--- config.mk ---
export PLATFORM = sky130hd
export DESIGN_NAME = blsu_unit
export DESIGN_NICKNAME = d
export VERILOG_FILES = /design/src/design/blsu_pkg.sv /design/src/design/blsu_agen.sv /design/src/design/blsu_unit.sv
export SDC_FILE = /design/constraint.sdc
export NUM_CORES = 2
export LEC_CHECK = 0
export BUFFER_PORTS_ARGS = -buffer_cell sky130_fd_sc_hd__buf_4
export CAP_MARGIN = 20
export CORE_ASPECT_RATIO = 1.1
export CORE_MARGIN = 5
export CORE_UTILIZATION = 55
export CTS_CLUSTER_DIAMETER = 80
export DETAILED_ROUTE_END_ITERATION = 6
export PLACE_DENSITY = 0.75
export SYNTH_ARGS = -nofsm -noshare
export SYNTH_HDL_FRONTEND = slang
export SYNTH_SLANG_ARGS = --single-unit
--- constraint.sdc ---
create_clock -name clock -period 10.2 [get_ports clock]
set_input_delay 0.51 -clock clock [delete_from_list [all_inputs] [get_ports clock]]
set_output_delay 0.51 -clock clock [all_outputs]
set_load 0.01 [all_outputs]
--- src/design/blsu_pkg.sv ---
// package for the byte load / word store unit
// assumes a 32-bit core with 8 pointer, 8 data, 4 index and 4 modify registers
package blsu_pkg;

    // ****************************************************************
    // operations and addressing modes
    // ****************************************************************
    typedef enum logic [1:0] {BLSU_OP_LDSB, BLSU_OP_STP, BLSU_OP_STD} blsu_op_e;

    typedef enum logic [3:0]
    {
        BLSU_AM_PLAIN,
        BLSU_AM_POSTINC,
        BLSU_AM_POSTDEC,
        BLSU_AM_SMALL_OFF,
        BLSU_AM_LARGE_ADD,
        BLSU_AM_LARGE_SUB,
        BLSU_AM_FRAME,
        BLSU_AM_PTR_IDX,
        BLSU_AM_I_PLAIN,
        BLSU_AM_I_POSTINC,
        BLSU_AM_I_POSTDEC,
        BLSU_AM_I_MOD
    } blsu_am_e;

    // ****************************************************************
    // sizes, steps and immediate widths
    // ****************************************************************
    localparam int          BLSU_DATA_W      = 32;
    localparam int          BLSU_BYTE_W      = 8;
    localparam int          BLSU_BYTE_IMM_W  = 15;
    localparam int          BLSU_SMALL_IMM_W = 6;
    localparam int          BLSU_LARGE_IMM_W = 17;
    localparam int          BLSU_FRAME_IMM_W = 8;
    localparam logic [31:0] BLSU_BYTE_STEP   = 32'h0000_0001;
    localparam logic [31:0] BLSU_WORD_STEP   = 32'h0000_0004;
    localparam logic [1:0]  BLSU_ALIGN_MASK  = 2'h3;
    localparam logic [2:0]  BLSU_FRAME_POINTER_INDEX = 3'h7;
    localparam logic [2:0]  BLSU_STACK_POINTER_INDEX = 3'h6;

endpackage

--- src/design/blsu_agen.sv ---
// effective address and pointer write-back calculator
// assumes the circular wrap of index forms is applied outside
`timescale 1ns/1ps

module blsu_agen
    import blsu_pkg::*;
(
    // operation
    input  wire blsu_pkg::blsu_op_e op,
    input  wire blsu_pkg::blsu_am_e mode,
    input  wire logic [31:0]        base,
    input  wire logic [31:0]        step_reg,
    input  wire logic [16:0]        imm,
    input  wire logic               same_ptr,
    // results
    output logic [31:0]             addr,
    output logic [31:0]             new_base,
    output logic                    base_we,
    output logic                    misaligned
);
    logic [31:0] step;

    always_comb
    begin
        step     = (op == BLSU_OP_LDSB) ? BLSU_BYTE_STEP : BLSU_WORD_STEP;
        addr     = base;
        new_base = base;
        base_we  = 1'b0;
        case (mode)
            BLSU_AM_PLAIN, BLSU_AM_I_PLAIN: ;
            BLSU_AM_POSTINC, BLSU_AM_I_POSTINC:
            begin
                new_base = base + step;
                base_we  = 1'b1;
            end
            BLSU_AM_POSTDEC, BLSU_AM_I_POSTDEC:
            begin
                new_base = base - step;
                base_we  = 1'b1;
            end
            BLSU_AM_SMALL_OFF:
                addr = base + {26'h0, imm[5:2], 2'h0};
            BLSU_AM_LARGE_ADD:
                // byte load uses 15 bits, word stores 17 bits word-aligned
                addr = (op == BLSU_OP_LDSB) ? base + {17'h0, imm[14:0]}
                                            : base + {15'h0, imm[16:2], 2'h0};
            BLSU_AM_LARGE_SUB:
                addr = (op == BLSU_OP_LDSB) ? base - {17'h0, imm[14:0]}
                                            : base - {15'h0, imm[16:2], 2'h0};
            BLSU_AM_FRAME:
                addr = base - {24'h0, imm[7:2], 2'h0};
            BLSU_AM_PTR_IDX:
            begin
                new_base = base + step_reg;
                base_we  = !same_ptr;
            end
            BLSU_AM_I_MOD:
            begin
                new_base = base + step_reg;
                base_we  = 1'b1;
            end
            default: ;
        endcase
        // byte loads never check alignment
        misaligned = (op != BLSU_OP_LDSB) && ((addr[1:0] & BLSU_ALIGN_MASK) != 2'h0);
    end

endmodule // blsu_agen

--- src/design/blsu_unit.sv ---
// byte load / word store execution unit with its own register files
// assumes a single-cycle data memory: load data valid in the same cycle that mem_req is high
`timescale 1ns/1ps

module blsu_unit
    import blsu_pkg::*;
(
    // clock and reset
    input  wire logic               clock,
    input  wire logic               rstn,
    // instruction issue
    input  wire logic               issue_valid,
    input  wire blsu_pkg::blsu_op_e issue_op,
    input  wire blsu_pkg::blsu_am_e issue_mode,
    input  wire logic [2:0]         ptr_sel,
    input  wire logic [2:0]         ptr2_sel,
    input  wire logic [1:0]         idx_sel,
    input  wire logic [1:0]         mod_sel,
    input  wire logic [2:0]         src_sel,
    input  wire logic [2:0]         dst_sel,
    input  wire logic [16:0]        imm,
    input  wire logic               issue_parallel,
    // register preload from the rest of the core
    input  wire logic               dreg_wr,
    input  wire logic [2:0]         dreg_wr_sel,
    input  wire logic [31:0]        dreg_wr_data,
    input  wire logic               preg_wr,
    input  wire logic [2:0]         preg_wr_sel,
    input  wire logic [31:0]        preg_wr_data,
    input  wire logic               dag_wr,
    input  wire logic [1:0]         dag_wr_sel,
    input  wire logic [31:0]        dag_wr_index,
    input  wire logic [31:0]        dag_wr_length,
    input  wire logic [31:0]        dag_wr_base,
    input  wire logic [31:0]        dag_wr_modify,
    // data memory port
    output logic                    mem_req,
    output logic                    mem_we,
    output logic [31:0]             mem_addr,
    output logic [31:0]             mem_wdata,
    input  wire logic [31:0]        mem_rdata,
    // status
    output logic                    long_insn,
    output logic                    issue_refused,
    output logic                    misalign_exc,
    output logic                    done,
    output logic [31:0]             dreg_view [8],
    output logic [31:0]             preg_view [8]
);
    logic [31:0] dreg [8];
    logic [31:0] preg [8];
    logic [31:0] ireg [4];
    logic [31:0] lreg [4];
    logic [31:0] breg [4];
    logic [31:0] mreg [4];

    logic        is_long;
    logic        is_index;
    logic        accept;
    logic [31:0] base;
    logic [31:0] step_reg;
    logic [31:0] ea;
    logic [31:0] new_base;
    logic [31:0] next_index;
    logic        base_we;
    logic        misaligned;
    logic        load_pending;
    logic [2:0]  load_dst;

    // ****************************************************************
    // elaboration checks
    // ****************************************************************
    // the slices below are fixed, so other package sizes are refused
    if (BLSU_DATA_W != 32)
    begin : g_check_data_w
        $error("blsu_unit needs a 32-bit data path");
    end

    if (BLSU_BYTE_W != 8)
    begin : g_check_byte_w
        $error("blsu_unit sign-extends from bit 7 only");
    end

    if (BLSU_BYTE_IMM_W != 15)
    begin : g_check_byte_imm_w
        $error("blsu_unit byte offset is taken from imm bits 14 to 0");
    end

    if (BLSU_SMALL_IMM_W != 6)
    begin : g_check_small_imm_w
        $error("blsu_unit small word offset is taken from imm bits 5 to 2");
    end

    if (BLSU_LARGE_IMM_W != 17)
    begin : g_check_large_imm_w
        $error("blsu_unit large word offset must match the 17-bit imm port");
    end

    if (BLSU_FRAME_IMM_W != 8)
    begin : g_check_frame_imm_w
        $error("blsu_unit frame offset is taken from imm bits 7 to 2");
    end

    if (BLSU_FRAME_POINTER_INDEX == BLSU_STACK_POINTER_INDEX)
    begin : g_check_pointer_index
        $error("blsu_unit frame and stack pointers need distinct slots");
    end

    // ****************************************************************
    // decode
    // ****************************************************************
    assign is_long  = (issue_mode == BLSU_AM_LARGE_ADD) ||
                      (issue_mode == BLSU_AM_LARGE_SUB);
    assign is_index = (issue_mode == BLSU_AM_I_PLAIN) ||
                      (issue_mode == BLSU_AM_I_POSTINC) ||
                      (issue_mode == BLSU_AM_I_POSTDEC) ||
                      (issue_mode == BLSU_AM_I_MOD);
    // a long encoding paired with another instruction is not executed
    assign issue_refused = issue_valid && is_long && issue_parallel;
    assign accept        = issue_valid && !issue_refused;
    assign long_insn     = issue_valid && is_long;

    always_comb
    begin
        if (is_index)
            base = ireg[idx_sel];
        else if (issue_mode == BLSU_AM_FRAME)
            base = preg[BLSU_FRAME_POINTER_INDEX];
        else
            base = preg[ptr_sel];
        step_reg = (issue_mode == BLSU_AM_I_MOD) ? mreg[mod_sel] : preg[ptr2_sel];
    end

    blsu_agen u_agen
    (
        .op         (issue_op),
        .mode       (issue_mode),
        .base       (base),
        .step_reg   (step_reg),
        .imm        (imm),
        .same_ptr   (ptr_sel == ptr2_sel),
        .addr       (ea),
        .new_base   (new_base),
        .base_we    (base_we),
        .misaligned (misaligned)
    );

    // ****************************************************************
    // circular wrap on modified index registers
    // ****************************************************************
    // zero length means linear; uninitialised length gives odd wraps
    always_comb
    begin
        next_index = new_base;
        if (lreg[idx_sel] != 32'h0)
        begin
            if (new_base >= breg[idx_sel] + lreg[idx_sel])
                next_index = new_base - lreg[idx_sel];
            else if (new_base < breg[idx_sel])
                next_index = new_base + lreg[idx_sel];
        end
    end

    // ****************************************************************
    // memory request
    // ****************************************************************
    always_ff @(posedge clock or negedge rstn)
    begin
        if (!rstn)
        begin
            mem_req   <= 1'b0;
            mem_we    <= 1'b0;
            mem_addr  <= 32'h0;
            mem_wdata <= 32'h0;
        end
        else
        begin
            // the misaligned write never reaches memory
            mem_req <= accept && !misaligned;
            mem_we  <= accept && !misaligned && (issue_op != BLSU_OP_LDSB);
            if (accept)
            begin
                mem_addr <= ea;
                if (issue_op == BLSU_OP_STP)
                    mem_wdata <= preg[src_sel];
                else
                    mem_wdata <= dreg[src_sel];
            end
        end
    end

    always_ff @(posedge clock or negedge rstn)
    begin
        if (!rstn)
        begin
            misalign_exc <= 1'b0;
            done         <= 1'b0;
        end
        else
        begin
            misalign_exc <= accept && misaligned;
            done         <= accept;
        end
    end

    // ****************************************************************
    // load return
    // ****************************************************************
    always_ff @(posedge clock or negedge rstn)
    begin
        if (!rstn)
        begin
            load_pending <= 1'b0;
            load_dst     <= 3'h0;
        end
        else
        begin
            load_pending <= accept && (issue_op == BLSU_OP_LDSB);
            if (accept)
                load_dst <= dst_sel;
        end
    end

    // ****************************************************************
    // register files
    // ****************************************************************
    always_ff @(posedge clock or negedge rstn)
    begin
        if (!rstn)
        begin
            for (int k = 0; k < 8; k++)
                dreg[k] <= 32'h0;
        end
        else
        begin
            if (dreg_wr)
                dreg[dreg_wr_sel] <= dreg_wr_data;
            if (load_pending)
                dreg[load_dst] <= {{24{mem_rdata[7]}}, mem_rdata[7:0]};
        end
    end

    always_ff @(posedge clock or negedge rstn)
    begin
        if (!rstn)
        begin
            for (int k = 0; k < 8; k++)
                preg[k] <= 32'h0;
        end
        else
        begin
            if (preg_wr)
                preg[preg_wr_sel] <= preg_wr_data;
            // pointer update only when the access went ahead
            if (accept && !misaligned && base_we && !is_index)
                preg[ptr_sel] <= new_base;
        end
    end

    // index, length and base have no reset: boot code clears them
    always_ff @(posedge clock)
    begin
        if (dag_wr)
        begin
            ireg[dag_wr_sel] <= dag_wr_index;
            lreg[dag_wr_sel] <= dag_wr_length;
            breg[dag_wr_sel] <= dag_wr_base;
            mreg[dag_wr_sel] <= dag_wr_modify;
        end
        else if (accept && !misaligned && base_we && is_index)
            ireg[idx_sel] <= next_index;
    end

    generate
        for (genvar g = 0; g < 8; g++)
        begin : g_view
            assign dreg_view[g] = dreg[g];
            assign preg_view[g] = preg[g];
        end
    endgenerate

endmodule // blsu_unit

* Word level (Yosys, flattened, before mapping)
Memories as Yosys holds them, arrays and structs flattened.
Cells that the tools add are included.
** Storage, ports and cells
- Memories kept :: 4
- Bits in writable memories :: 512
- Register bits after elaboration :: 584
- Logic and storage cells :: 152
- Output and inout bits :: 582
** Operators by class
- Reduce and logical (&&, ||, !) cells :: 32
- Add/subtract/negate cells :: 12
- $lt $le $gt $ge :: 12
- Eq/ne operators :: 13
- Mux-type cells :: 49
- Bitwise operators :: 6
** Memory list
- breg :: depth 4, bits a word 32, rd ports 1, clocked after Yosys merged registers in 0, write ports 1, RTL line blsu_unit.sv:54 : logic [31:0] breg [4];
- ireg :: depth 4, bits a word 32, rd ports 1, clocked after Yosys merged registers in 0, write ports 1, RTL line blsu_unit.sv:52 : logic [31:0] ireg [4];
- lreg :: depth 4, bits a word 32, rd ports 1, clocked after Yosys merged registers in 0, write ports 1, RTL line blsu_unit.sv:53 : logic [31:0] lreg [4];
- mreg :: depth 4, bits a word 32, rd ports 1, clocked after Yosys merged registers in 0, write ports 1, RTL line blsu_unit.sv:55 : logic [31:0] mreg [4];
** Operator list (number)
- bitwise mux 256 bit :: 4
- two-way mux 256 bit :: 4
- two-way mux 32 bit :: 22
- binary-select mux 32 bit (select 3 bit) :: 4
- demux 32 bit (select 3 bit) :: 4
- adder 32 bit :: 4
- one-hot mux 32 bit (4 select lines) :: 1
- one-hot mux 32 bit (3 select lines) :: 1
- subtractor 32 bit :: 2
- adder 32 x 15 -> 32 bit :: 1
- adder 32 x 17 -> 32 bit :: 1
- adder 32 x 6 -> 32 bit :: 1
- greater-or-equal comparator 32 bit :: 1
- < comparator 32 bit :: 1
- nonzero test 32 bit :: 1
- OR reduction 32 bit :: 1
- subtractor 32 x 15 -> 32 bit :: 1
- subtractor 32 x 17 -> 32 bit :: 1
- subtractor 32 x 8 -> 32 bit :: 1
- greater-or-equal comparator 4 bit (second input constant) :: 6
- inverter 3 -> 4 bit :: 6
- == test 4 x 3 -> 1 bit (second input constant) :: 4
- == test 4 bit (second input constant) :: 4
- < comparator 4 x 1 -> 1 bit (second input constant) :: 4
- other kinds (15) :: 44

* Longest topological paths before layout
- Word-level depth :: 20
- Gate-level depth with buffers :: 46
- Depth with buffers taken out :: 38

* By module
Synthesis repeated with hierarchy kept, for this count alone.
** Second synthesis, totals
- Cells, all modules :: 6186
- Area, all modules :: 66757.8 sq um
** By module, submodules not included
- blsu_unit :: cells each 5053, sequential area each 29988.8 sq um, times used 1, area an instance 59299.4 sq um
- blsu_agen :: cells each 1133, sequential area each 0.0 sq um, times used 1, area an instance 7458.4 sq um

* Least setup slack after synthesis
No wires, ideal clock.
- Path type :: input to register
- Start point :: input idx_sel[0]
- End point :: memory ireg[0][14] (data pin)
- Data arrival time :: 8.517 ns
- Setup time :: 0.239 ns
- Path slack :: 1.444 ns
- Data required time :: 9.961 ns
- Buffers on the path :: 9
- Cell stages on the path :: 37
- Path through :: buf_4 -> buf_8 -> buf_2 -> buf_2 -> buf_2 -> clkbuf_1 -> buf_1 -> mux4_2 -> fa_1 -> a211oi_1 -> o21ai_0 -> nand2_1 -> o21ai_0 -> o311ai_0 -> nand3_1 -> a21oi_1 -> o21bai_1 -> a21oi_1 -> o21a_1 -> o21ai_0 -> a21o_1 -> a21oi_1 -> xor2_1 -> ha_1 -> nand4_1 -> nor2_1 -> and2_1 -> nand4_1 -> a211o_1 -> a31o_2 -> nand3_2 -> inv_1 -> buf_2 -> a21oi_2 -> buf_2 -> nor3_1 -> nor4_1
** Between the ends
- Word-level cells in the longest chain between the ends :: 16
- Elaborated cells on any way between the ends :: 37
- Classes of those cells :: add/sub: 12; order compare: 2; mux: 12; reduce/logical: 8; memory: 3
** RTL lines
- start: declaration :: RTL line blsu_unit.sv:17 : input wire logic [1:0] idx_sel,
- branches (longest 15 deep; another with memory read (4 x 32 bit))
- two-way mux 32 bit (no line) *
- end: declaration :: RTL line blsu_unit.sv:52
Every way passes the cells marked *.

* Final worst setup path
- Start point :: input ptr_sel[1]
- End point :: memory ireg[1][14] (data pin)
** Between the ends
- Word-level cells in the longest chain between the ends :: 20
- Elaborated cells on any way between the ends :: 40
- Classes of those cells :: add/sub: 11; order compare: 2; eq/ne: 1; mux: 17; bitwise: 1; reduce/logical: 8
** RTL lines
- start: declaration :: RTL line blsu_unit.sv:15 : input wire logic [2:0] ptr_sel,
- branches (longest 19 deep; another with adder 32 bit)
- two-way mux 32 bit (no line) *
Every way passes the cells marked *. The select of a mux whose other input is x is not followed.

==> flow_metrics.env <==
export IMPL_p_clk_share_pct=24.7
export IMPL_drtAntennaViolNets=0
export IMPL_crit_type="in -> reg"
export IMPL_violations="design-rule violations"
export IMPL_grt_util_met2_pct=66.24
export IMPL_synthCells=6173
export IMPL_drive_gt1_share_pct=24.46
export IMPL_dp_final_hpwl_microns=214400
export IMPL_numPortBuffers=835
export IMPL_synth_seq_cells=1096
export IMPL_wirelength_microns=289200
export IMPL_fin_skew_ns=0.08188
export IMPL_rows=133
export IMPL_synth_area_leaders="edfxtp_1, dfrtp_1, mux4_2, nand2_1, ha_1"
export IMPL_use_met1_pct=54.38
export IMPL_firstDrtPassIters=7
export IMPL_p_sw_w=0.006619
export IMPL_die_area_sq_um=127000
export IMPL_num_nets_final=7463
export IMPL_critPathSlowestCell="nor4_1"
export IMPL_leakage_nw=33.10
export IMPL_gp_congestion=1.043
export IMPL_gr_total_overflow=0
export IMPL_root_buffer="clkbuf_16"
export IMPL_synth_top_flop_cell="dfrtp_1"
export IMPL_finalCritPeriodShare_pct=88.97
export IMPL_numCtsBuffers=111
export IMPL_cp_end_kind="register"
export IMPL_multi_input_area_sq_um=33500
export IMPL_ff2ff_path_depth=34
export IMPL_cts_setup_buffers=0
export IMPL_powerDensity_nw_per_um2=216.3
export IMPL_hp_class="in -> reg"
export IMPL_cp_start_kind="input port"
export IMPL_max_stage_delay_ns=0.56
export IMPL_postSynthAreaPerCell_sq_um=10.69
export IMPL_area_delta_synth_final_pct=19.23
export IMPL_rsz0062_at_grt="no"
export IMPL_slew_headroom_pct=14.66
export IMPL_boundaryPins=860
export IMPL_clock_sinks=1096
export IMPL_setup_slack_ns=1.125
export IMPL_grt_pass1_vias=56630
export IMPL_grt_pass1_wl_microns=410200
export IMPL_p_int_w=0.01041
export IMPL_cts_max_level=3
export IMPL_status="finished, violations left"
export IMPL_totalNegativeSetupSlack_ns=0
export IMPL_drv_slew=0
export IMPL_fmax_mhz=110.2
export IMPL_pwr_share_comb_pct=38.6
export IMPL_drv_cap=0
export IMPL_synth_edf_count=512
export IMPL_pwr_share_seq_pct=36.7
export IMPL_worst_pin_slew_ns=1.264
export IMPL_async_flop_share_pct=53.28
export IMPL_post_route_util_pct=65.95
export IMPL_ir_drop_uv=169.0
export IMPL_critPathRequiredTime_ns=10.66
export IMPL_antenna_found_initial=25
export IMPL_busiest_layer="met2"
export IMPL_hold_viol_final=0
export IMPL_yosysTopAreaCellShare_pct=23.29
export IMPL_ctsHoldBuffers=101
export IMPL_ctsResizeCount=0
export IMPL_insertion_delay_ns=0.79
export IMPL_grt_max_degree=163
export IMPL_yosysWarnings=0
export IMPL_synth_seq_area_share_pct=45.44
export IMPL_yosys_area_top_type="edfxtp_1"
export IMPL_drtIter0Drc=8844
export IMPL_switching_share_pct=38.88
export IMPL_vias=59430
export IMPL_finalSetupViolations=0
export IMPL_critPathArrivalTime_ns=9.54
export IMPL_tritoncts="built"
export IMPL_period_needed_ns=9.075
export IMPL_cts_max_path_buffers=3
export IMPL_coreArea_sq_um=119300
export IMPL_clkSlewWorstSetupHoldPaths_ns=0.06
export IMPL_hold_path_depth=3
export IMPL_total_power_w=0.01703
export IMPL_grt_total_usage_pct=44.10
export IMPL_wire_per_inst_microns=33.68
export IMPL_floorplan_initialDensity_pct=55.32
export IMPL_cp_max_fo=41
export IMPL_dieWidth_microns=340.3
export IMPL_synthesis_nets=6705
export IMPL_use_met3_pct=14.70
export IMPL_drc=2
export IMPL_synth_cell_area_sq_um=66000
export IMPL_vias_per_cell=6.922
export IMPL_seqCellArea_sq_um=29990
export IMPL_fillers=8971
export IMPL_dp_slack_ns=0.7517
export IMPL_synth_cell_type_count=115
export IMPL_die_h_microns=373.3
==> cells by family after synthesis <==
| logic type | after synthesis | synth area share [%] |
|---|---|---|
| AO/OA/AOI/OAI | 1485 | 14.13 |
| XOR/XNOR | 136 | 1.805 |
| adder cells (fa/ha/maj) | 255 | 4.935 |
| buffers and inverters | 675 | 4.210 |
| flip-flops | 1096 | 45.44 |
| multiplexers | 692 | 17.61 |
| AND/OR/NAND/NOR | 1834 | 11.88 |
==> metrics by stage <==
| step | cell area, sq um | cells | hold slack [ns] |
|---|---|---|---|
| floorplan | 66000 | 6173 | 0.2144 |
| global placement | 73890 | 8268 | 0.4601 |
| detailed placement | 73890 | 8268 | 0.4640 |
| CTS | 78650 | 8578 | 0.0003285 |
| global route | 78690 | 8583 | 0.03346 |
| finish | 78690 | 8585 | 0.03844 |
==> worst paths after layout <==
| kind | startpoint | to | slack [ns] |
|---|---|---|---|
| max in group asynchronous | rstn | preg_view[234]$_DFF_PN0_ | 7.50 |
| worst max register to register | preg_view[35]$_DFF_PN0_ | ireg[1][14]$_DFFE_PP_ | 1.20 |
| min in group asynchronous | rstn | mem_req$_DFF_PN0_ | 0.35 |
| worst min register to register | mem_wdata[2]$_DFFE_PN0P_ | mem_wdata[2]$_DFFE_PN0P_ | 0.48 |
| worst min-delay path | dreg_wr_data[7] | dreg_view[103]$_DFF_PN0_ | 0.04 |
| worst max-delay path | ptr_sel[1] | ireg[1][14]$_DFFE_PP_ | 1.13 |
==> final cells by class <==
| type | instances | share of cell area (%) |
|---|---|---|
| clock inverters | 72 | 0.9460 |
| clock buffers | 137 | 3.821 |
| flip-flops and latches | 1096 | 38.11 |
| well taps | 1552 | 2.468 |
| repair buffers | 1126 | 11.15 |
| multi-input cells | 4402 | 42.56 |
| inverters | 194 | 0.9254 |
| diodes | 6 | 0.01908 |
==> cell usage after synthesis, types with 38 or more instances <==
| cell | instances |
|---|---|
| o211ai_1 | 70 |
| a31oi_1 | 289 |
| dfrtp_1 | 584 |
| nor3_1 | 54 |
| nor2b_1 | 61 |
| a21oi_1 | 354 |
| mux4_2 | 367 |
| clkbuf_1 | 315 |
| inv_1 | 193 |
| a21o_1 | 65 |
| buf_1 | 80 |
| nand3_1 | 65 |
| o21ai_0 | 342 |
| mux2i_1 | 283 |
| xnor2_1 | 86 |
| nor2_1 | 387 |
| a211oi_1 | 47 |
| nand2_1 | 1057 |
| edfxtp_1 | 512 |
| ha_1 | 245 |
| nand2b_1 | 41 |
| xor2_1 | 50 |
| mux2_2 | 38 |
==> flip-flops by register name (all words and copies together) (netlist names) <==
register and flops:
dreg_view 256, preg_view 256, breg 128, ireg 128, lreg 128, mreg 128
mem_addr 32, mem_wdata 32, load_dst 3, done 1, load_pending 1, mem_req 1
mem_we 1, misalign_exc 1
==> layer usage <==
| layer | vias to the layer above | wire length, microns |
|---|---|---|
| li1 | 24390 | - |
| met1 | 28930 | 96580 |
| met2 | 4962 | 125600 |
| met3 | 1117 | 41400 |
| met4 | 30 | 25380 |
| met5 | - | 207 |
==> cell usage in the layout, fill, tap and decap left out, types with 22 or more instances in the layout <==
cell type and n:
nor2_1 372, nand4_1 27, clkinv_2 23, a31oi_1 289, ha_1 245, o211ai_1 70, a21oi_1 354, mux4_2 367
nand2_1 1055, o21ai_0 340, a211oi_1 47, buf_4 1018, o21a_1 22, mux2_2 38, nor3_1 48, dlygate4sd3_1 101
edfxtp_1 512, a21o_1 65, nor2b_1 59, nand3_1 62, o21bai_1 34, mux2i_1 283, xnor2_1 86, xor2_1 50
inv_1 192, dfrtp_1 584, o21ai_1 23, clkbuf_16 112, a221oi_1 23, nand2b_1 38
==> power by group through the flow <==
stage          combinational, W  clock, W  sequential, W
5_1_grt                 0.00690   0.00442        0.00626
3_5_place_dp            0.00633         0        0.00623
3_3_place_gp            0.00625         0        0.00619
6_report                0.00657   0.00421        0.00624
4_1_cts                 0.00640   0.00421        0.00615
2_1_floorplan           0.00327         0        0.00615
==> critical path: cells and delay by family <==
| family | cells | cell delay (ns) |
|---|---|---|
| AO/OA/AOI/OAI | 16 | 3.76 |
| XOR/XNOR | 1 | 0.26 |
| adder cells (fa/ha/maj) | 2 | 0.76 |
| buffers and inverters | 6 | 1.49 |
| multiplexers | 2 | 0.93 |
| AND/OR/NAND/NOR | 9 | 1.74 |
Note: power is estimated with default switching activity, not from simulation.
